`config.mk`:
```
export PLATFORM = sky130hd
export DESIGN_NAME = timer_clear_and_clock_select
export DESIGN_NICKNAME = d
export VERILOG_FILES = /design/src/rtl/tmr_pkg.sv /design/src/rtl/tmr_prescaler.sv /design/src/rtl/tmr_pin_edge.sv /design/src/rtl/timer_clear_and_clock_select.sv
export SDC_FILE = /design/constraint.sdc
export NUM_CORES = 1
export LEC_CHECK = 0
export BUFFER_PORTS_ARGS = -buffer_cell sky130_fd_sc_hd__buf_4
export CORE_ASPECT_RATIO = 1.25
export CORE_MARGIN = 10
export CORE_UTILIZATION = 37
export CTS_BUF_LIST = sky130_fd_sc_hd__clkbuf_8
export CTS_CLUSTER_DIAMETER = 60
export DETAILED_ROUTE_END_ITERATION = 16
export SETUP_SLACK_MARGIN = 0.2
export SYNTH_ARGS = -nofsm -noshare
export SYNTH_HDL_FRONTEND = slang
export SYNTH_HIERARCHICAL = 1
export SYNTH_SLANG_ARGS = --single-unit
```
`constraint.sdc`:
```
create_clock -name clock_in -period 6.2 [get_ports clock_in]
set_input_delay 1.55 -clock clock_in [delete_from_list [all_inputs] [get_ports clock_in]]
set_output_delay 1.55 -clock clock_in [all_outputs]
set_load 0.02 [all_outputs]
```
`src/rtl/tmr_pkg.sv`:
```
// Constants shared by the timer clear and clock select block
package tmr_pkg;
  localparam int CNT_W = 16;
  localparam int NCH = 5;
  localparam int ADDR_W = 8;
  localparam int DATA_W = 32;
  localparam int CTRL_W = 8;
  localparam int SYNC_W = 5;
  localparam int MODE_W = 8;
  // Register byte offsets, one 32-bit word each
  localparam logic [7:0] OFF_CTRL0 = 8'h00;
  localparam logic [7:0] OFF_SYNC = 8'h14;
  localparam logic [7:0] OFF_MODE = 8'h18;
  localparam logic [7:0] OFF_CNT0 = 8'h20;
  localparam logic [7:0] OFF_STEP = 8'h04;
  // Control register fields
  localparam int CLR_MSB = 7;
  localparam int CLR_LSB = 5;
  localparam int EDGE_MSB = 4;
  localparam int EDGE_LSB = 3;
  localparam int PSC_MSB = 2;
  localparam int PSC_LSB = 0;
  localparam logic [7:0] CTRL_RST = 8'h00;
  localparam logic [4:0] SYNC_RST = 5'h00;
  localparam logic [7:0] MODE_RST = 8'h00;
  // Mode register fields
  localparam int MODE_PH1 = 0;
  localparam int MODE_PH2 = 1;
  localparam int MODE_BUFC = 2;
  localparam int MODE_BUFD = 5;
  // Clear source codes
  localparam logic [2:0] CLR_A = 3'h1;
  localparam logic [2:0] CLR_B = 3'h2;
  localparam logic [2:0] CLR_C = 3'h5;
  localparam logic [2:0] CLR_D = 3'h6;
  localparam logic [1:0] CLR_SYNC_LO = 2'h3;
  // Prescaler codes
  localparam logic [2:0] PSC_DIV1 = 3'h0;
  localparam logic [2:0] PSC_DIV4 = 3'h1;
  localparam logic [2:0] PSC_DIV16 = 3'h2;
  localparam logic [2:0] PSC_DIV64 = 3'h3;
  localparam logic [2:0] PSC_X4 = 3'h4;
  localparam logic [2:0] PSC_X5 = 3'h5;
  localparam logic [2:0] PSC_X6 = 3'h6;
  localparam logic [2:0] PSC_X7 = 3'h7;
  // Divider taps: /4 /16 /64 /256 /1024
  localparam int DIV_W = 10;
  localparam int NTAP = 5;
  localparam int TAP_4 = 0;
  localparam int TAP_16 = 1;
  localparam int TAP_64 = 2;
  localparam int TAP_256 = 3;
  localparam int TAP_1024 = 4;
  localparam int NPIN = 4;
endpackage

```
`src/rtl/tmr_prescaler.sv`:
```
// Free-running divider giving rise/fall pulses of the divided clocks
`timescale 1ns/100ps
module tmr_prescaler #(
  parameter int DIV_W = tmr_pkg::DIV_W,
  parameter int NTAP  = tmr_pkg::NTAP
) (
  // Clock and reset
  input  wire logic            clock_in,
  input  wire logic            sys_rst_in,
  // Divided clock edges, one-cycle pulses
  output logic [NTAP-1:0]      rise_out,
  output logic [NTAP-1:0]      fall_out
);
  logic [DIV_W-1:0] div_q;
  logic [DIV_W-1:0] div_d;
  logic [NTAP-1:0]  lvl_q;
  logic [NTAP-1:0]  lvl_d;

  // Tap k is bit 2k+1: divide by 4, 16, 64, 256, 1024
  always_comb begin
    div_d = div_q + DIV_W'(1);
    for (int k = 0; k < NTAP; k++) begin
      lvl_d[k] = div_q[2*k+1];
    end
  end

  always_ff @(posedge clock_in or posedge sys_rst_in) begin
    if (sys_rst_in) begin
      div_q <= '0;
      lvl_q <= '0;
    end else begin
      div_q <= div_d;
      lvl_q <= lvl_d;
    end
  end

  assign rise_out = lvl_d & ~lvl_q;
  assign fall_out = ~lvl_d & lvl_q;
endmodule

```
`src/rtl/tmr_pin_edge.sv`:
```
// Edge detector for the external count clock pins
`timescale 1ns/100ps
module tmr_pin_edge #(
  parameter int NPIN = tmr_pkg::NPIN
) (
  // Clock and reset
  input  wire logic            clock_in,
  input  wire logic            sys_rst_in,
  // Pins, already synchronous to clock_in
  input  wire logic [NPIN-1:0] pin_in,
  // Edge pulses
  output logic [NPIN-1:0]      rise_out,
  output logic [NPIN-1:0]      fall_out
);
  logic [NPIN-1:0] pin_q;
  logic [NPIN-1:0] pin_d;

  always_comb begin
    pin_d = pin_in;
  end

  always_ff @(posedge clock_in or posedge sys_rst_in) begin
    if (sys_rst_in) begin
      pin_q <= '0;
    end else begin
      pin_q <= pin_d;
    end
  end

  assign rise_out = pin_in & ~pin_q;
  assign fall_out = ~pin_in & pin_q;
endmodule

```
`src/rtl/timer_clear_and_clock_select.sv`:
```
// Five-channel counter clear source and clock source selection
// What this block does
// - Ch0,3,4: clear codes 000 and 100 disable clearing; all codes valid.
// - Code 001 clears on register A compare match or capture.
// - Code 010 clears on register B compare match or capture.
// - Codes 011/111 clear when another synchronised channel clears.
// - Ch0,3,4: code 101 clears on register C match or capture.
// - Ch0,3,4: code 110 clears on register D match or capture.
// - Only channels with their sync bit set join synchronous clearing.
// - Register C or D used as buffer raises no clear event.
// - Ch1,2: top clear bit reads 0, writes ignored.
// - Ch1,2: 00 off, 01 register A, 10 register B, 11 sync.
// - Ch0-2: prescale 000-011 count on clock /1, /4, /16, /64.
// - Ch0: prescale 100-111 count on external pins A-D.
// - Ch1: pins A, B, clock /256, channel 2 overflow or underflow.
// - Ch2: pins A, B, C, then clock /1024.
// - Ch1,2 in phase counting mode ignore prescale selection.
// - Edge field: 00 rising, 01 falling, 1X both; phase mode overrides.
//
// Decided for this implementation: register access over Avalon-MM and the register offsets.
`timescale 1ns/100ps
module timer_clear_and_clock_select #(
  parameter int CNT_W = tmr_pkg::CNT_W
) (
  // Clock and reset
  input  wire logic                    clock_in,
  input  wire logic                    sys_rst_in,
  // Avalon-MM slave
  input  wire logic [7:0]              address_in,
  input  wire logic                    read_in,
  input  wire logic                    write_in,
  input  wire logic [3:0]              byteenable_in,
  input  wire logic [31:0]             writedata_in,
  output logic [31:0]                  readdata_out,
  output logic                         waitrequest_out,
  // External count clock pins A to D
  input  wire logic [3:0]              ext_clk_pin_in,
  // Per channel A,B,C,D compare match or capture pulses
  input  wire logic [4:0][3:0]         gr_event_in,
  // Phase counting steps for channels 1 and 2
  input  wire logic [1:0]              phase_up_in,
  input  wire logic [1:0]              phase_dn_in,
  // Count ticks for channels 3 and 4
  input  wire logic [1:0]              count_tick_in,
  // Counter values and clear pulses
  output logic [4:0][CNT_W-1:0]        chan_up_counter_out,
  output logic [4:0]                   clear_out
);
  localparam int NCH = tmr_pkg::NCH;

  logic [NCH-1:0][7:0]      ctrl_q;
  logic [NCH-1:0][7:0]      ctrl_d;
  logic [4:0]               sync_ctrl_reg_q;
  logic [4:0]               sync_ctrl_reg_d;
  logic [7:0]               mode_q;
  logic [7:0]               mode_d;
  logic                     wait_q;
  logic                     wait_d;
  logic [31:0]              rdata_q;
  logic [31:0]              rdata_d;
  logic [NCH-1:0][CNT_W-1:0] cnt_q;
  logic [NCH-1:0][CNT_W-1:0] cnt_d;
  logic [NCH-1:0]           clr_q;
  logic [NCH-1:0]           clr_d;

  logic [4:0]               div_rise;
  logic [4:0]               div_fall;
  logic [3:0]               pin_rise;
  logic [3:0]               pin_fall;
  logic                     wr_go;
  logic [NCH-1:0]           cnt_wr;
  logic [NCH-1:0]           own_clr;
  logic [NCH-1:0]           up;
  logic [NCH-1:0]           dn;
  logic                     sync_any;
  logic                     ovf2;

  tmr_prescaler u_presc (
    .clock_in   (clock_in),
    .sys_rst_in (sys_rst_in),
    .rise_out   (div_rise),
    .fall_out   (div_fall)
  );

  tmr_pin_edge u_pins (
    .clock_in   (clock_in),
    .sys_rst_in (sys_rst_in),
    .pin_in     (ext_clk_pin_in),
    .rise_out   (pin_rise),
    .fall_out   (pin_fall)
  );

  // Count pulse from a source's edges under the edge field
  function automatic logic pick(input logic [1:0] edge_sel,
                                input logic r, input logic f);
    if (edge_sel[1]) begin
      pick = r | f;
    end else if (edge_sel[0]) begin
      pick = f;
    end else begin
      pick = r;
    end
  endfunction

  // Word index of a register offset
  function automatic logic [5:0] widx(input logic [7:0] off);
    widx = off[7:2];
  endfunction

  // Buffer flag of C or D for ch0, 3, 4; never set for ch1, 2
  function automatic logic buf_bit(input logic [7:0] m,
                                   input int base, input int ch);
    if (ch == 0) begin
      buf_bit = m[base];
    end else if (ch >= 3) begin
      buf_bit = m[base + ch - 2];
    end else begin
      buf_bit = 1'b0;
    end
  endfunction

  // Bus side: one wait state, write lands on the edge waitrequest is low
  assign wr_go = write_in & ~wait_q;

  always_comb begin
    ctrl_d = ctrl_q;
    sync_ctrl_reg_d = sync_ctrl_reg_q;
    mode_d = mode_q;
    rdata_d = rdata_q;
    cnt_wr = '0;
    wait_d = ~((read_in | write_in) & wait_q);
    if (read_in & wait_q) begin
      rdata_d = '0;
      for (int c = 0; c < NCH; c++) begin
        if (address_in[7:2] ==
            widx(tmr_pkg::OFF_CTRL0) + 6'(c)) begin
          rdata_d[7:0] = ctrl_q[c];
        end
        if (address_in[7:2] ==
            widx(tmr_pkg::OFF_CNT0) + 6'(c)) begin
          rdata_d[CNT_W-1:0] = cnt_q[c];
        end
      end
      if (address_in[7:2] == widx(tmr_pkg::OFF_SYNC)) begin
        rdata_d[4:0] = sync_ctrl_reg_q;
      end
      if (address_in[7:2] == widx(tmr_pkg::OFF_MODE)) begin
        rdata_d[7:0] = mode_q;
      end
    end
    if (wr_go & byteenable_in[0]) begin
      for (int c = 0; c < NCH; c++) begin
        if (address_in[7:2] ==
            widx(tmr_pkg::OFF_CTRL0) + 6'(c)) begin
          ctrl_d[c] = writedata_in[7:0];
          if (c == 1 || c == 2) begin
            ctrl_d[c][tmr_pkg::CLR_MSB] = 1'b0;
          end
        end
      end
      if (address_in[7:2] == widx(tmr_pkg::OFF_SYNC)) begin
        sync_ctrl_reg_d = writedata_in[4:0];
      end
      if (address_in[7:2] == widx(tmr_pkg::OFF_MODE)) begin
        mode_d = writedata_in[7:0];
      end
    end
    if (wr_go) begin
      for (int c = 0; c < NCH; c++) begin
        cnt_wr[c] = address_in[7:2] ==
                    widx(tmr_pkg::OFF_CNT0) + 6'(c);
      end
    end
  end

  always_ff @(posedge clock_in or posedge sys_rst_in) begin
    if (sys_rst_in) begin
      for (int c = 0; c < NCH; c++) begin
        ctrl_q[c] <= tmr_pkg::CTRL_RST;
      end
      sync_ctrl_reg_q <= tmr_pkg::SYNC_RST;
      mode_q <= tmr_pkg::MODE_RST;
      rdata_q <= '0;
      wait_q <= 1'b1;
    end else begin
      ctrl_q <= ctrl_d;
      sync_ctrl_reg_q <= sync_ctrl_reg_d;
      mode_q <= mode_d;
      rdata_q <= rdata_d;
      wait_q <= wait_d;
    end
  end

  // Clear sources and count sources
  always_comb begin
    logic [2:0] code;
    logic [2:0] psc;
    logic [1:0] eg;
    logic       ph;
    code = '0;
    psc = '0;
    eg = '0;
    ph = 1'b0;
    for (int c = 0; c < NCH; c++) begin
      code = ctrl_q[c][tmr_pkg::CLR_MSB:tmr_pkg::CLR_LSB];
      unique case (code)
        tmr_pkg::CLR_A: own_clr[c] = gr_event_in[c][0];
        tmr_pkg::CLR_B: own_clr[c] = gr_event_in[c][1];
        // C/D codes are unreachable on ch1,2 since their top bit is 0
        tmr_pkg::CLR_C: own_clr[c] = gr_event_in[c][2] &
            ~buf_bit(mode_q, tmr_pkg::MODE_BUFC, c);
        tmr_pkg::CLR_D: own_clr[c] = gr_event_in[c][3] &
            ~buf_bit(mode_q, tmr_pkg::MODE_BUFD, c);
        default: own_clr[c] = 1'b0;
      endcase
    end
    sync_any = |(own_clr & sync_ctrl_reg_q);
    for (int c = 0; c < NCH; c++) begin
      clr_d[c] = own_clr[c] |
          ((ctrl_q[c][tmr_pkg::CLR_LSB+1:tmr_pkg::CLR_LSB] ==
            tmr_pkg::CLR_SYNC_LO) &
           sync_ctrl_reg_q[c] & sync_any);
    end
    up = '0;
    dn = '0;
    ovf2 = 1'b0;
    // Channel 2 first: its overflow can clock channel 1
    for (int i = 0; i < 3; i++) begin
      int c;
      c = 2 - i;
      psc = ctrl_q[c][tmr_pkg::PSC_MSB:tmr_pkg::PSC_LSB];
      eg = ctrl_q[c][tmr_pkg::EDGE_MSB:tmr_pkg::EDGE_LSB];
      unique case (psc)
        tmr_pkg::PSC_DIV1: up[c] = 1'b1;
        tmr_pkg::PSC_DIV4:
          up[c] = pick(eg, div_rise[tmr_pkg::TAP_4],
                       div_fall[tmr_pkg::TAP_4]);
        tmr_pkg::PSC_DIV16:
          up[c] = pick(eg, div_rise[tmr_pkg::TAP_16],
                       div_fall[tmr_pkg::TAP_16]);
        tmr_pkg::PSC_DIV64:
          up[c] = pick(eg, div_rise[tmr_pkg::TAP_64],
                       div_fall[tmr_pkg::TAP_64]);
        tmr_pkg::PSC_X4:
          up[c] = pick(eg, pin_rise[0], pin_fall[0]);
        tmr_pkg::PSC_X5:
          up[c] = pick(eg, pin_rise[1], pin_fall[1]);
        tmr_pkg::PSC_X6:
          if (c == 1) begin
            up[c] = pick(eg, div_rise[tmr_pkg::TAP_256],
                         div_fall[tmr_pkg::TAP_256]);
          end else begin
            up[c] = pick(eg, pin_rise[2], pin_fall[2]);
          end
        tmr_pkg::PSC_X7:
          if (c == 0) begin
            up[c] = pick(eg, pin_rise[3], pin_fall[3]);
          end else if (c == 1) begin
            up[c] = ovf2;
          end else begin
            up[c] = pick(eg, div_rise[tmr_pkg::TAP_1024],
                         div_fall[tmr_pkg::TAP_1024]);
          end
      endcase
      if (c > 0) begin
        ph = mode_q[tmr_pkg::MODE_PH1 + c - 1];
        if (ph) begin
          up[c] = phase_up_in[c-1];
          dn[c] = phase_dn_in[c-1] & ~phase_up_in[c-1];
        end
      end
      if (c == 2) begin
        ovf2 = (up[2] & (cnt_q[2] == {CNT_W{1'b1}})) |
               (dn[2] & (cnt_q[2] == '0));
      end
    end
    up[4:3] = count_tick_in;
    for (int c = 0; c < NCH; c++) begin
      if (cnt_wr[c]) begin
        cnt_d[c] = cnt_q[c];
        if (byteenable_in[0]) begin
          cnt_d[c][7:0] = writedata_in[7:0];
        end
        if (byteenable_in[1]) begin
          cnt_d[c][CNT_W-1:8] = writedata_in[CNT_W-1:8];
        end
      end else if (clr_d[c]) begin
        cnt_d[c] = '0;
      end else if (dn[c]) begin
        cnt_d[c] = cnt_q[c] - CNT_W'(1);
      end else if (up[c]) begin
        cnt_d[c] = cnt_q[c] + CNT_W'(1);
      end else begin
        cnt_d[c] = cnt_q[c];
      end
    end
  end

  always_ff @(posedge clock_in or posedge sys_rst_in) begin
    if (sys_rst_in) begin
      cnt_q <= '0;
      clr_q <= '0;
    end else begin
      cnt_q <= cnt_d;
      clr_q <= clr_d;
    end
  end

  assign readdata_out = rdata_q;
  assign waitrequest_out = wait_q;
  assign chan_up_counter_out = cnt_q;
  assign clear_out = clr_q;
endmodule

```
# Word level (Yosys, flattened, before mapping)
# Index checks and enable logic that the tools add are counted.
dict set report word_totals {
  reg_bits 172
  input_bits 78
}
dict set report op_classes {
  addsub 8
  eq_ne 64
  n_mux 91
  bitwise_logic 59
  reduce_logical 28
}
# operator count
set op_table {}
lappend op_table {{$mux W16} 23}
lappend op_table {{$add A16 B1 Y16 const B} 5}
lappend op_table {{$mux W8} 8}
lappend op_table {{$eq A3 B3 Y1 const B} 18}
lappend op_table {{$mux W1} 50}
lappend op_table {{$reduce_and A2 Y1} 17}
lappend op_table {{$sub A16 B1 Y16 const B} 2}
lappend op_table {{$eq A6 B4 Y1 const B} 5}
lappend op_table {{$eq A3 B2 Y1 const B} 9}
lappend op_table {{$and A1 B1 Y1} 24}
lappend op_table {{$pmux W1 S8} 3}
lappend op_table {{$ne A2 B2 Y1 const B} 10}
lappend op_table {{$eq A3 B1 Y1 const B} 6}
lappend op_table {{$eq A6 B3 Y1 const B} 3}
lappend op_table {{$eq A16 B16 Y1 const B} 1}
lappend op_table {{$logic_not A16 Y1} 1}
lappend op_table {{$or A1 B1 Y1} 16}
lappend op_table {{$and A5 B5 Y5} 3}
lappend op_table {{$eq A2 B2 Y1 const B} 7}
lappend op_table {{$eq A6 B2 Y1 const B} 2}
lappend op_table {{$pmux W1 S4} 3}
lappend op_table {{$add A10 B1 Y10 const B} 1}
lappend op_table {{$mux W5} 2}
lappend op_table {{$not A1 Y1} 10}
lappend op_table {{11 further kinds} 21}

# Logic depth before layout (Yosys ltp)
# Gate-level depths: netlist (run 1).
dict set report logic_depth {
  word_depth 14
  mapped_depth 12
  mapped_depth_nobuf 11
}

# Hierarchy
# The synthesis (run 1) kept the hierarchy.
# module n_inst cells_per_inst area_per_inst_um2 seq_area_each_um2
set by_module_without_submodules {}
lappend by_module_without_submodules {timer_clear_and_clock_select 1 1200 10598.9 3829.9}
lappend by_module_without_submodules {tmr_prescaler 1 49 606.8 375.4}
lappend by_module_without_submodules {tmr_pin_edge 1 13 173.9 100.1}

# Worst setup path before layout (run 1)
# OpenSTA, ideal clock, no wires.
dict set report synth_path {
  path_type {input to register}
  start {in phase_up_in[0]}
  end {reg cnt_q (netlist bit chan_up_counter_out[31])}
  setup_ps 68
  arrival_time_ps 4138
  t_required_ps 6132
  path_slack_ps 1993
  stages 11
  path_buffers 0
  cell_sequence {nand3b_1 > inv_1 > ha_1 > o21a_1 > o221a_2 > a2111oi_0 > nor3_1 > nor3_1 > o31ai_1 > a211o_1 > nand3_1}
}
dict set report synth_via {
  elab_chain_cells 6
  word_cells_on_any_way 9
}
# item line_no
set synth_rtl {}
lappend synth_rtl {{start: declaration} timer_clear_and_clock_select.sv:41} ;# input wire logic [1:0] phase_up_in,
lappend synth_rtl {{$not A1 Y1} timer_clear_and_clock_select.sv:269} ;# dn[c] = phase_dn_in[c-1] & ~phase_up_in[c-1];
lappend synth_rtl {{$and A1 B1 Y1} timer_clear_and_clock_select.sv:269}
lappend synth_rtl {{$mux W1} timer_clear_and_clock_select.sv:267} ;# if (ph) begin
lappend synth_rtl {{$mux W16} timer_clear_and_clock_select.sv:289} ;# end else if (dn[c]) begin
lappend synth_rtl {{$mux W16} timer_clear_and_clock_select.sv:287} ;# end else if (clr_d[c]) begin
lappend synth_rtl {{$mux W16} timer_clear_and_clock_select.sv:279} ;# if (cnt_wr[c]) begin
lappend synth_rtl {{end signal: assignment} timer_clear_and_clock_select.sv:304} ;# cnt_q <= cnt_d;
lappend synth_rtl {{end: declaration} timer_clear_and_clock_select.sv:61} ;# logic [NCH-1:0][CNT_W-1:0] cnt_q;
# Several ways; a longest one is shown, not always the timed one.
# A chain may end at the register's enable or synchronous reset.

# Final worst setup path (run 1)
dict set report layout_path {
  start {in address_in[2]}
  end {reg cnt_q (netlist bit chan_up_counter_out[72])}
}
dict set report layout_via {
  elab_chain_cells 4
  word_cells_on_any_way 6
}
# item line_no
set layout_rtl {}
lappend layout_rtl {{start: declaration} timer_clear_and_clock_select.sv:29} ;# input wire logic [7:0] address_in,
lappend layout_rtl {{$eq A6 B4 Y1 (*)} timer_clear_and_clock_select.sv:170} ;# cnt_wr[c] = address_in[7:2] ==
lappend layout_rtl {{$mux W5 (*)} timer_clear_and_clock_select.sv:168} ;# if (wr_go) begin
lappend layout_rtl {{$ne A2 B2 Y1 (no line) or $reduce_bool A3 Y1 (tied branches)} -}
lappend layout_rtl {{$reduce_and A2 Y1 (no line)} -}
# Mark *: on every way between the ends. The rest lies on a longest branch, timed or not.

==> results of run 1 <==
## cell usage after synthesis (all sizes together), types with 25 or more instances
master | n | share of area
dfrtp | 171 | 0.38
nand2 | 101 | 0.033
o21ai | 124 | 0.056
clkbuf | 56 | 0.019
buf | 25 | 0.014
ha | 44 | 0.048
nand3 | 29 | 0.013
a21oi | 95 | 0.042
mux2 | 60 | 0.059
nor3 | 50 | 0.023
nor2 | 77 | 0.025
inv | 44 | 0.015
## layout make-up
class,count,share of cell area
clock inverter,14,0.0112
sequential,172,0.325
inverter,44,0.0128
multi-input combinational,980,0.498
timing repair buffer,170,0.0963
tap,401,0.0378
clock buffer,18,0.0187
## flip-flops by register name (all words and copies together) (netlist names)
| signal | cells |
|---|---|
| chan_up_counter_out | 80 |
| clear_out | 5 |
| ctrl_q | 38 |
| mode_q | 8 |
| readdata_out | 16 |
| sync_ctrl_reg_q | 5 |
| u_pins/pin_q | 4 |
| u_presc/div_q | 10 |
| u_presc/lvl_q | 5 |
| waitrequest_out | 1 |
## critical path: cells and delay by family
kind                   cells  cell delay (ns)
AND/OR/NAND/NOR            3             1.21
buffers and inverters      2             0.49
AO/OA/AOI/OAI              4             1.63
## worst paths after layout
check,end,slack (ns),depth (start not counted)
min in group asynchronous,u_pins/pin_q[1],0.96,2
hold / removal,u_presc/lvl_q[4],0.46,0
setup / recovery,chan_up_counter_out[72],1.62,9
setup reg to reg,chan_up_counter_out[8],2.18,10
max in group asynchronous,sync_ctrl_reg_q[2],3.86,3
hold reg to reg,u_presc/lvl_q[4],0.46,0
## per-layer routing
| layer | routed length, µm | track usage | part of all wire |
|---|---|---|---|
| met4 | 1470 | 0.0848 | 0.035 |
| met1 | 16400 | 0.260 | 0.40 |
| met3 | 3600 | 0.0555 | 0.087 |
| met5 | 0 | 0 | 0 |
| met2 | 20000 | 0.347 | 0.48 |
## cells by family (layout without fill, tap and decap cells)
family | Yosys count | count (layout) | synth area share
xor+xnor | 31 | 31 | 0.0239
other cells | 1 | 16 | 0.000330
flops | 172 | 172 | 0.378
fa+ha+maj | 46 | 46 | 0.0519
simple gates | 399 | 399 | 0.180
compound gates | 406 | 406 | 0.232
mux | 82 | 82 | 0.0864
buf+inv | 125 | 246 | 0.0471
## power by group
part | switching [mW] | leakage, nW | internal, mW
Clock | 0.462 | 0.190 | 0.369
Combinational | 0.920 | 3.43 | 0.720
Sequential | 0.442 | 2.20 | 1.34
## stage by stage
| stage | instances | setup slack (ns) | total power, mW | utilization | area [µm²] |
|---|---|---|---|---|---|
| floorplan | 1277 | 0.530 | 2.67 | - | 11400 |
| global placement | 1767 | 1.23 | 3.41 | 0.426 | 12900 |
| detailed placement | 1767 | 1.15 | 3.43 | 0.426 | 12900 |
| CTS | 1799 | 1.70 | 4.26 | 0.439 | 13300 |
| global route | 1799 | 1.30 | 4.50 | 0.439 | 13300 |
| finish | 1799 | 1.62 | 4.25 | 0.439 | 13300 |
==> impl_metrics.py, run 1 <==
metrics = {
    "clocking": {
        "cts.sinks": 172,
        "cts-buffers-inserted": 17,
        "clockBufferDepth": 2,
        "cts_htree_levels": 4,
        "holdBufCountCts": 0,
        "cts-root-buf": "clkbuf_8",
        "clk_pin_slew_worst_paths_ns": 0.11,
        "cts_setup_buffers": 0,
        "insertion_delay_ns": 0.49,
        "post_cts_resize_count": 0,
        "cts_tree": "yes",
    },
    "synthesis": {
        "ys_seq_elements": 172,
        "synth_sequential_area_ratio": 0.378,
        "ys_warn_count": 6,
        "synth_cell_types": 80,
        "syn_area_um2": 11400,
        "synth_edf_count": 0,
        "avgSynthCellArea_um2": 9.02,
        "synth_ff_type": "dfrtp_1",
        "async_reset_ff_frac": 1.00,
        "syn_inst": 1262,
    },
    "setup_path": {
        "crit_fanout": 33,
        "crit_chain": "buf_4 -> nor2_1 -> and4_1 -> and2_1 -> buf_4 -> a311o_1 -> o22ai_1 -> o21ai_0 -> o21ai_0",
        "startpoint": "address_in[2]",
        "slowest_stage": "and4_1",
        "critPathRequiredTime_ns": 6.53,
        "worstPathArrival_ns": 4.91,
        "rr_startpoint": "ctrl_q[38]",
        "endpoint_kind": "register",
        "crit_path_start_kind": "input pin",
        "critPathKind": "input pin to register",
        "max_stage_delay_ns": 0.73,
    },
    "route": {
        "num_vias": 10800,
        "viasPerCell": 5.98,
        "postRouteAntennaNets": 0,
        "drt_first_pass_iters": 5,
        "post_drt_wl_per_cell_um": 23.1,
        "drt-total-wl_mm": 41.5,
        "first_iter_violations": 1136,
        "drcViolationCount": 0,
    },
    "die": {
        "io_pins": 196,
        "die-area_um2": 38200,
        "core-area_um2": 30200,
        "rows": 71,
        "initial_utilization": 0.377,
        "dieWidth_um": 177,
        "die_h_um": 216,
    },
    "global_routing": {
        "grt_antenna_before_repair": 0,
        "grt_util_all_layers": 0.212,
        "grt.overflow.total": 0,
        "grt_pass1_wl_mm": 62.9,
        "first_global_vias": 10100,
        "grt_max_degree": 62,
    },
    "power": {
        "p_leak_nw": 5.81,
        "cellPowerDensity_nw_per_um2": 321,
        "peakVddDrop_v": 0.000148,
    },
    "timing": {
        "hold_viol_final": 0,
        "worst_pin_slew_ns": 1.15,
        "slew_headroom": 0.232,
        "fin_hold_ws_ns": 0.458,
        "skew_ns": 0.0212,
        "finalMaxSlewViolations": 0,
        "max_freq_mhz": 218,
        "rsz0062_at_grt": "false",
        "setup_violations": 0,
        "fin_setup_tns_ns": 0,
        "fin_crit_ns": 4.58,
        "fin_crit_sh": 0.739,
    },
    "job": {
        "cap_viol_max_count": 0,
    },
    "placement": {
        "dp_hpwl_mm": 30.9,
        "gp_congestion": 0.920,
        "io_buffer_count": 155,
    },
    "run_status": {
        "status": "completed",
    },
    "worst_hold_path": {
        "min_from": "u_presc/div_q[9]",
        "min_path_type": "register to register",
    },
    "final_layout": {
        "most-common-layout-cells": "dfrtp_1, buf_4, o21ai_0",
        "regArea_um2": 4310,
        "num-fill-cells": 3060,
        "drive_above_1_share": 0.214,
        "area_growth_pct": 16.5,
        "layout.nets": 1509,
        "layout_commonest_cell": "dfrtp_1",
        "multi_input_area_um2": 6610,
        "antenna_cells": 0,
    },
}
Power figures use the tool's default switching activity.
==> run 2: changes to the inputs <==
--- a/config.mk
+++ b/config.mk
@@ -5,6 +5,7 @@
 export SDC_FILE = /design/constraint.sdc
 export NUM_CORES = 1
 export LEC_CHECK = 0
+export ABC_AREA = 1
 export BUFFER_PORTS_ARGS = -buffer_cell sky130_fd_sc_hd__buf_4
 export CORE_ASPECT_RATIO = 1.25
 export CORE_MARGIN = 10
==> constraint.sdc (replaced) <==
create_clock -name clock_in -period 4.2 [get_ports clock_in]
set_input_delay 1.05 -clock clock_in [delete_from_list [all_inputs] [get_ports clock_in]]
set_output_delay 1.05 -clock clock_in [all_outputs]
set_load 0.02 [all_outputs]
==> impl_metrics.py, run 2 <==
metrics = {
    "timing": {
        "hold_viol_final": 0,
        "worst_pin_slew_ns": 0.807,
        "fin_crit_ns": 3.13,
        "rsz0062_at_grt": "false",
        "setup_violations": 0,
        "fin_crit_sh": 0.746,
        "skew_ns": 0.0182,
        "fin_setup_tns_ns": 0,
        "max_freq_mhz": 319,
        "finalMaxSlewViolations": 0,
        "slew_headroom": 0.462,
    },
    "clocking": {
        "holdBufCountCts": 0,
        "cts_htree_levels": 4,
        "clockBufferDepth": 2,
        "cts_tree": "yes",
        "cts_setup_buffers": 0,
        "insertion_delay_ns": 0.51,
        "post_cts_resize_count": 0,
        "cts-buffers-inserted": 17,
        "cts-root-buf": "clkbuf_8",
        "cts.sinks": 172,
        "clk_pin_slew_worst_paths_ns": 0.10,
    },
    "setup_path": {
        "crit_path_start_kind": "input pin",
        "critPathKind": "input pin to register",
        "timing.critical_path.mode_cell": "nand2_1",
        "crit_chain": "buf_4 -> inv_1 -> nand3_1 -> inv_1 -> ha_1 -> a21oi_1 -> nand2_1 -> nand2_1 -> nand3_1 -> a21oi_1 -> o21bai_1 -> xor2_1 -> o21ai_0 -> nand2_1 -> nand2_1",
        "crit_fanout": 16,
        "worstPathArrival_ns": 3.58,
        "max_stage_delay_ns": 0.48,
        "cp_num_buf_inv": 3,
        "slowest_stage": "inv_1",
        "path_delay_family": "compound AO/OA/AOI/OAI gates",
        "critPathRequiredTime_ns": 4.65,
        "endpoint_kind": "register",
    },
    "synthesis": {
        "yosys.area.top_type_share": 0.345,
        "synth_sequential_area_ratio": 0.347,
        "synth_most_common_cell": "nand2_1",
        "avgSynthCellArea_um2": 6.92,
        "synth_area_leaders": "dfrtp_1, nand2_1, inv_1, nand3_1, o21ai_0",
        "synth_edf_count": 0,
        "synth_cell_types": 51,
        "syn_area_um2": 12400,
        "synth_commonest_cells": "nand2_1, inv_1, dfrtp_1, nand3_1, o21ai_0",
        "async_reset_ff_frac": 1.00,
        "synth_area_leader_cell": "dfrtp_1",
        "syn_inst": 1793,
        "ys_seq_elements": 172,
        "synth_ff_type": "dfrtp_1",
        "ys_warn_count": 6,
    },
    "worst_hold_path": {
        "min_path_type": "input pin to async pin",
    },
    "final_layout": {
        "instances_no_fill": 2371,
        "largest_reg_flops": 80,
        "num-fill-cells": 3474,
        "drive_above_1_share": 0.137,
        "layout_commonest_cell": "nand2_1",
        "layout.nets": 2062,
        "area_growth_pct": 15.5,
        "most-common-layout-cells": "nand2_1, inv_1, dfrtp_1",
    },
    "global_routing": {
        "grt_antenna_before_repair": 1,
        "grt_max_degree": 134,
        "first_global_vias": 12200,
        "grt_pass1_wl_mm": 71.6,
        "grt_util_all_layers": 0.225,
        "grt.overflow.total": 0,
    },
    "die": {
        "die_h_um": 225,
        "initial_utilization": 0.377,
        "die-area_um2": 41300,
        "rows": 74,
        "io_pins": 196,
        "core-area_um2": 32900,
        "dieWidth_um": 184,
    },
    "power": {
        "intPower_mw": 3.58,
        "peakVddDrop_v": 0.000215,
        "p_clk_frac": 0.189,
        "p_seq_frac": 0.400,
        "power_frac_comb": 0.411,
        "p_leak_nw": 7.24,
        "cellPowerDensity_nw_per_um2": 457,
        "switching_share": 0.453,
        "switchingPower_mw": 2.97,
    },
    "placement": {
        "place_inst": 2337,
        "dp_hpwl_mm": 36.9,
        "io_buffer_count": 155,
        "gp_congestion": 0.971,
    },
    "route": {
        "post_drt_wl_per_cell_um": 19.9,
        "viasPerCell": 5.30,
        "first_iter_violations": 1301,
        "drcViolationCount": 0,
        "drt-total-wl_mm": 47.1,
        "drt_first_pass_iters": 7,
        "postRouteAntennaNets": 0,
        "num_vias": 12600,
    },
    "run_status": {
        "status": "completed",
    },
    "job": {
        "cap_viol_max_count": 0,
    },
}
==> run 2: cell types whose count changed after synthesis, sizes merged, moves of 37 or more <==
cell and delta:
clkbuf -37, inv +157, mux2 -60, nand2 +526
nand3 +112, nand4 +50, nor2 +47
==> run 2: worst paths after layout <==
path,endpoint,slack [ns],from,cells past startpoint
min in group clock_in,u_presc/lvl_q[4],0.45,u_presc/div_q[9],0
worst max register to register,chan_up_counter_out[44],1.27,mode_q[1],13
worst min-delay path,u_pins/pin_q[3],0.45,sys_rst_in,2
worst min register to register,u_presc/lvl_q[4],0.45,u_presc/div_q[9],0
worst max-delay path,chan_up_counter_out[44],1.07,phase_up_in[1],15
max in group asynchronous,chan_up_counter_out[77],2.49,sys_rst_in,3
==> run 2: power groups by stage <==
stage / clock network [mW] / logic, mW / registers, mW
global placement: 0 / 2.67 / 2.64
CTS: 1.26 / 2.71 / 2.61
floorplan: 0 / 1.41 / 2.74
global route: 1.32 / 2.98 / 2.67
finish: 1.24 / 2.69 / 2.62
detailed placement: 0 / 2.70 / 2.64
==> run 2: stage by stage <==
step / hold slack (ns) / setup slack (ns) / util / cell area [µm²] / total power, mW
after floorplan: 0.395 / 1.20 / - / 12500 / 4.15
after global placement: 0.416 / 0.605 / 0.424 / 13900 / 5.32
after detailed placement: 0.424 / 0.589 / 0.424 / 13900 / 5.34
after CTS: 0.423 / 1.14 / 0.436 / 14300 / 6.58
after global routing: 0.438 / 0.854 / 0.436 / 14300 / 6.97
final: 0.448 / 1.07 / 0.436 / 14300 / 6.54
==> run 2: final cells by class <==
| class | count | area (µm²) | share of cell area |
|---|---|---|---|
| Timing Repair Buffer | 163 | 1240 | 0.0863 |
| Clock buffer | 17 | 234 | 0.0163 |
| Inverter | 201 | 758 | 0.0529 |
| Sequential cell | 172 | 4310 | 0.301 |
| Antenna cell | 2 | 5.00 | 0.000349 |
| Multi-Input combinational cell | 1383 | 7100 | 0.496 |
| Clock inverter | 15 | 165 | 0.0115 |
| Tap cell | 418 | 523 | 0.0365 |
==> run 2: logic make-up (layout without fill, tap and decap cells) <==
group                    Yosys count  count (layout)  synth area share
adder cells (fa/ha/maj)           46              46            0.0476
other                              1              18          0.000302
AO/OA/AOI/OAI                    259             259             0.116
AND/OR/NAND/NOR                  998             998             0.358
flip-flops                       172             172             0.347
XOR/XNOR                          64              64            0.0452
buffers and inverters            253             396            0.0857
==> run 2: worst register-to-register path, cell delays in order (launching register included) <==
cell	delay (ns)
dfrtp_1	0.47
nand3_1	0.17
inv_1	0.48
ha_1	0.40
a21oi_1	0.14
nand2_1	0.12
nand2_1	0.09
nand3_1	0.16
a21oi_1	0.28
o21bai_1	0.12
xor2_1	0.15
o21ai_0	0.17
nand2_1	0.07
nand2_1	0.06
==> run 2: per-layer routing <==
layer,vias to the layer above,track usage,share of wire
li1,6126,-,-
met1,5925,0.270,0.40
met2,434,0.374,0.48
met3,89,0.0465,0.072
met4,0,0.116,0.049
met5,-,0,0
==> run 3: changes to the inputs <==
--- a/config.mk
+++ b/config.mk
@@ -5,7 +5,7 @@
 export SDC_FILE = /design/constraint.sdc
 export NUM_CORES = 1
 export LEC_CHECK = 0
-export ABC_AREA = 1
+export ABC_AREA = 0
 export BUFFER_PORTS_ARGS = -buffer_cell sky130_fd_sc_hd__buf_4
 export CORE_ASPECT_RATIO = 1.25
 export CORE_MARGIN = 10
==> constraint.sdc (replaced) <==
create_clock -name clock_in -period 3.1 [get_ports clock_in]
set_input_delay 0.775 -clock clock_in [delete_from_list [all_inputs] [get_ports clock_in]]
set_output_delay 0.775 -clock clock_in [all_outputs]
set_load 0.02 [all_outputs]
==> impl_metrics.py, run 3 (synthesis results as in run 1) <==
metrics = {
    "placement": {
        "dp_hpwl_mm": 31.5,
        "post-place-ws_ns": -0.308,
        "place_inst": 1869,
        "gp_congestion": 0.938,
        "io_buffer_count": 155,
    },
    "setup_path": {
        "max_stage_delay_ns": 0.44,
        "rr_startpoint": "ctrl_q[37]",
        "rr_endpoint": "chan_up_counter_out[35]",
        "crit_cells": 12,
        "critPathRequiredTime_ns": 3.54,
        "crit_fanout": 8,
        "timing.critical_path.mode_cell": "buf_6",
        "slowest_stage": "a222oi_1",
        "regToRegSetupSlack_ns": -0.04,
        "crit_chain": "inv_2 -> ha_4 -> a221oi_2 -> a311oi_2 -> a222oi_1 -> nand3_1 -> buf_6 -> a31o_4 -> buf_6 -> buf_12 -> o41ai_4 -> mux2_4",
        "cp_num_buf_inv": 4,
        "endpoint_kind": "register",
        "startpoint": "ctrl_q[37]",
        "crit_path_start_kind": "register",
        "crit_end": "chan_up_counter_out[35]",
        "worstPathArrival_ns": 3.58,
        "r2r_cells": 12,
        "critPathKind": "register to register",
        "path_delay_family": "compound AO/OA/AOI/OAI gates",
    },
    "final_layout": {
        "largest_reg_flops": 80,
        "instances_no_fill": 1931,
        "area_growth_pct": 35.5,
        "num-fill-cells": 2850,
        "layout_commonest_cell": "buf_4",
        "drive_above_1_share": 0.368,
        "most-common-layout-cells": "buf_4, dfrtp_1, nand2_1",
        "layout.nets": 1640,
    },
    "die": {
        "initial_utilization": 0.377,
        "die-area_um2": 38200,
        "io_pins": 196,
        "dieWidth_um": 177,
        "rows": 71,
        "core-area_um2": 30200,
        "die_h_um": 216,
    },
    "route": {
        "postRouteAntennaNets": 0,
        "drt-total-wl_mm": 43.0,
        "first_iter_violations": 1052,
        "drcViolationCount": 0,
        "post_drt_wl_per_cell_um": 22.3,
        "num_vias": 11300,
        "drt_first_pass_iters": 5,
        "viasPerCell": 5.83,
    },
    "timing": {
        "finalMaxSlewViolations": 0,
        "fin_crit_sh": 1.01,
        "setup_violations": 19,
        "skew_ns": 0.0215,
        "worst_pin_slew_ns": 0.924,
        "fin_crit_ns": 3.14,
        "slew_headroom": 0.378,
        "hold_viol_final": 0,
        "fin_ws_ns": -0.0393,
        "max_freq_mhz": 319,
        "rsz0062_at_grt": "true",
        "fin_hold_ws_ns": 0.170,
    },
    "clocking": {
        "cts-root-buf": "clkbuf_8",
        "clockBufferDepth": 2,
        "cts_tree": "yes",
        "insertion_delay_ns": 0.50,
        "cts_htree_levels": 4,
        "cts.sinks": 172,
        "cts-buffers-inserted": 17,
        "clk_pin_slew_worst_paths_ns": 0.10,
    },
    "power": {
        "p_leak_nw": 6.78,
        "cellPowerDensity_nw_per_um2": 606,
        "power_mw": 9.34,
        "peakVddDrop_v": 0.000326,
    },
    "global_routing": {
        "grt_antenna_before_repair": 1,
        "grt_pass1_wl_mm": 64.8,
        "grt_util_all_layers": 0.217,
        "first_global_vias": 10900,
        "grt_max_degree": 80,
        "grt.overflow.total": 0,
    },
    "job": {
        "cap_viol_max_count": 0,
    },
    "run_status": {
        "violations": "setup timing",
        "status": "complete, but fails checks",
    },
    "worst_hold_path": {
        "min_path_type": "input pin to async pin",
    },
}
[run 3: changes by cell type in the layout (fill, tap and decap cells not counted), moves of 48 or more]
| cell | before | now |
|---|---|---|
| o21ai_0 | 132 | 56 |
| nand3_1 | 132 | 28 |
| nand4_1 | 58 | 10 |
| inv_1 | 188 | 40 |
| nand2_1 | 610 | 88 |
| mux2_2 | 0 | 51 |
| buf_4 | 162 | 261 |
[run 3: how the worst min path moves through the flow]
stage                             to  slack (ns)  cells past startpoint
floorplan           u_presc/lvl_q[4]        0.40                      0
global placement    u_presc/lvl_q[4]        0.42                      0
detailed placement  u_presc/lvl_q[4]        0.43                      0
CTS                  u_pins/pin_q[1]        0.15                      2
global route         u_pins/pin_q[1]        0.15                      2
finish               u_pins/pin_q[0]        0.17                      2
[run 3: report_power, final]
part / leakage [nW] / internal, mW / switching, mW / total (mW)
logic: 4.40 / 2.05 / 2.33 / 4.37
clock network: 0.188 / 0.651 / 0.935 / 1.59
registers: 2.19 / 2.67 / 0.708 / 3.38
[run 3: final cells by class]
class	instances	area, µm²	area share
Multi-Input combinational cell	980	7490	0.486
Clock buffer	17	234	0.0152
Timing Repair Buffer	301	2570	0.167
Antenna cell	1	2.50	0.000162
Clock inverter	15	139	0.00900
Sequential cell	172	4310	0.279
Inverter	44	174	0.0113
Tap cell	401	502	0.0325
[run 3: metrics by stage]
step	instance area, µm²	setup TNS (ns)	util
2_1_floorplan	11700	0	-
3_3_place_gp	13900	-7.64	0.462
3_5_place_dp	13900	-9.44	0.462
4_1_cts	14700	0	0.488
5_1_grt	15400	-5.80	0.511
6_report	15400	-0.382	0.511
[run 3: what timing repair did]
item                                   4_1_cts  5_1_grt
pin swaps                                   17       62
gates resized for setup                     81      168
setup buffers                                7       10
endpoints found under the hold margin        0        0
setup endpoints to repair                   56       77
hold buffers                                 0        0
gates cloned                                 9        3
[run 3: layer usage]
metal	global-route usage	share of wire	up-vias
met5	0	0	-
met4	0.0730	0.026	0
met3	0.0579	0.076	77
met2	0.363	0.49	420
met1	0.262	0.40	5557
li1	-	-	5211
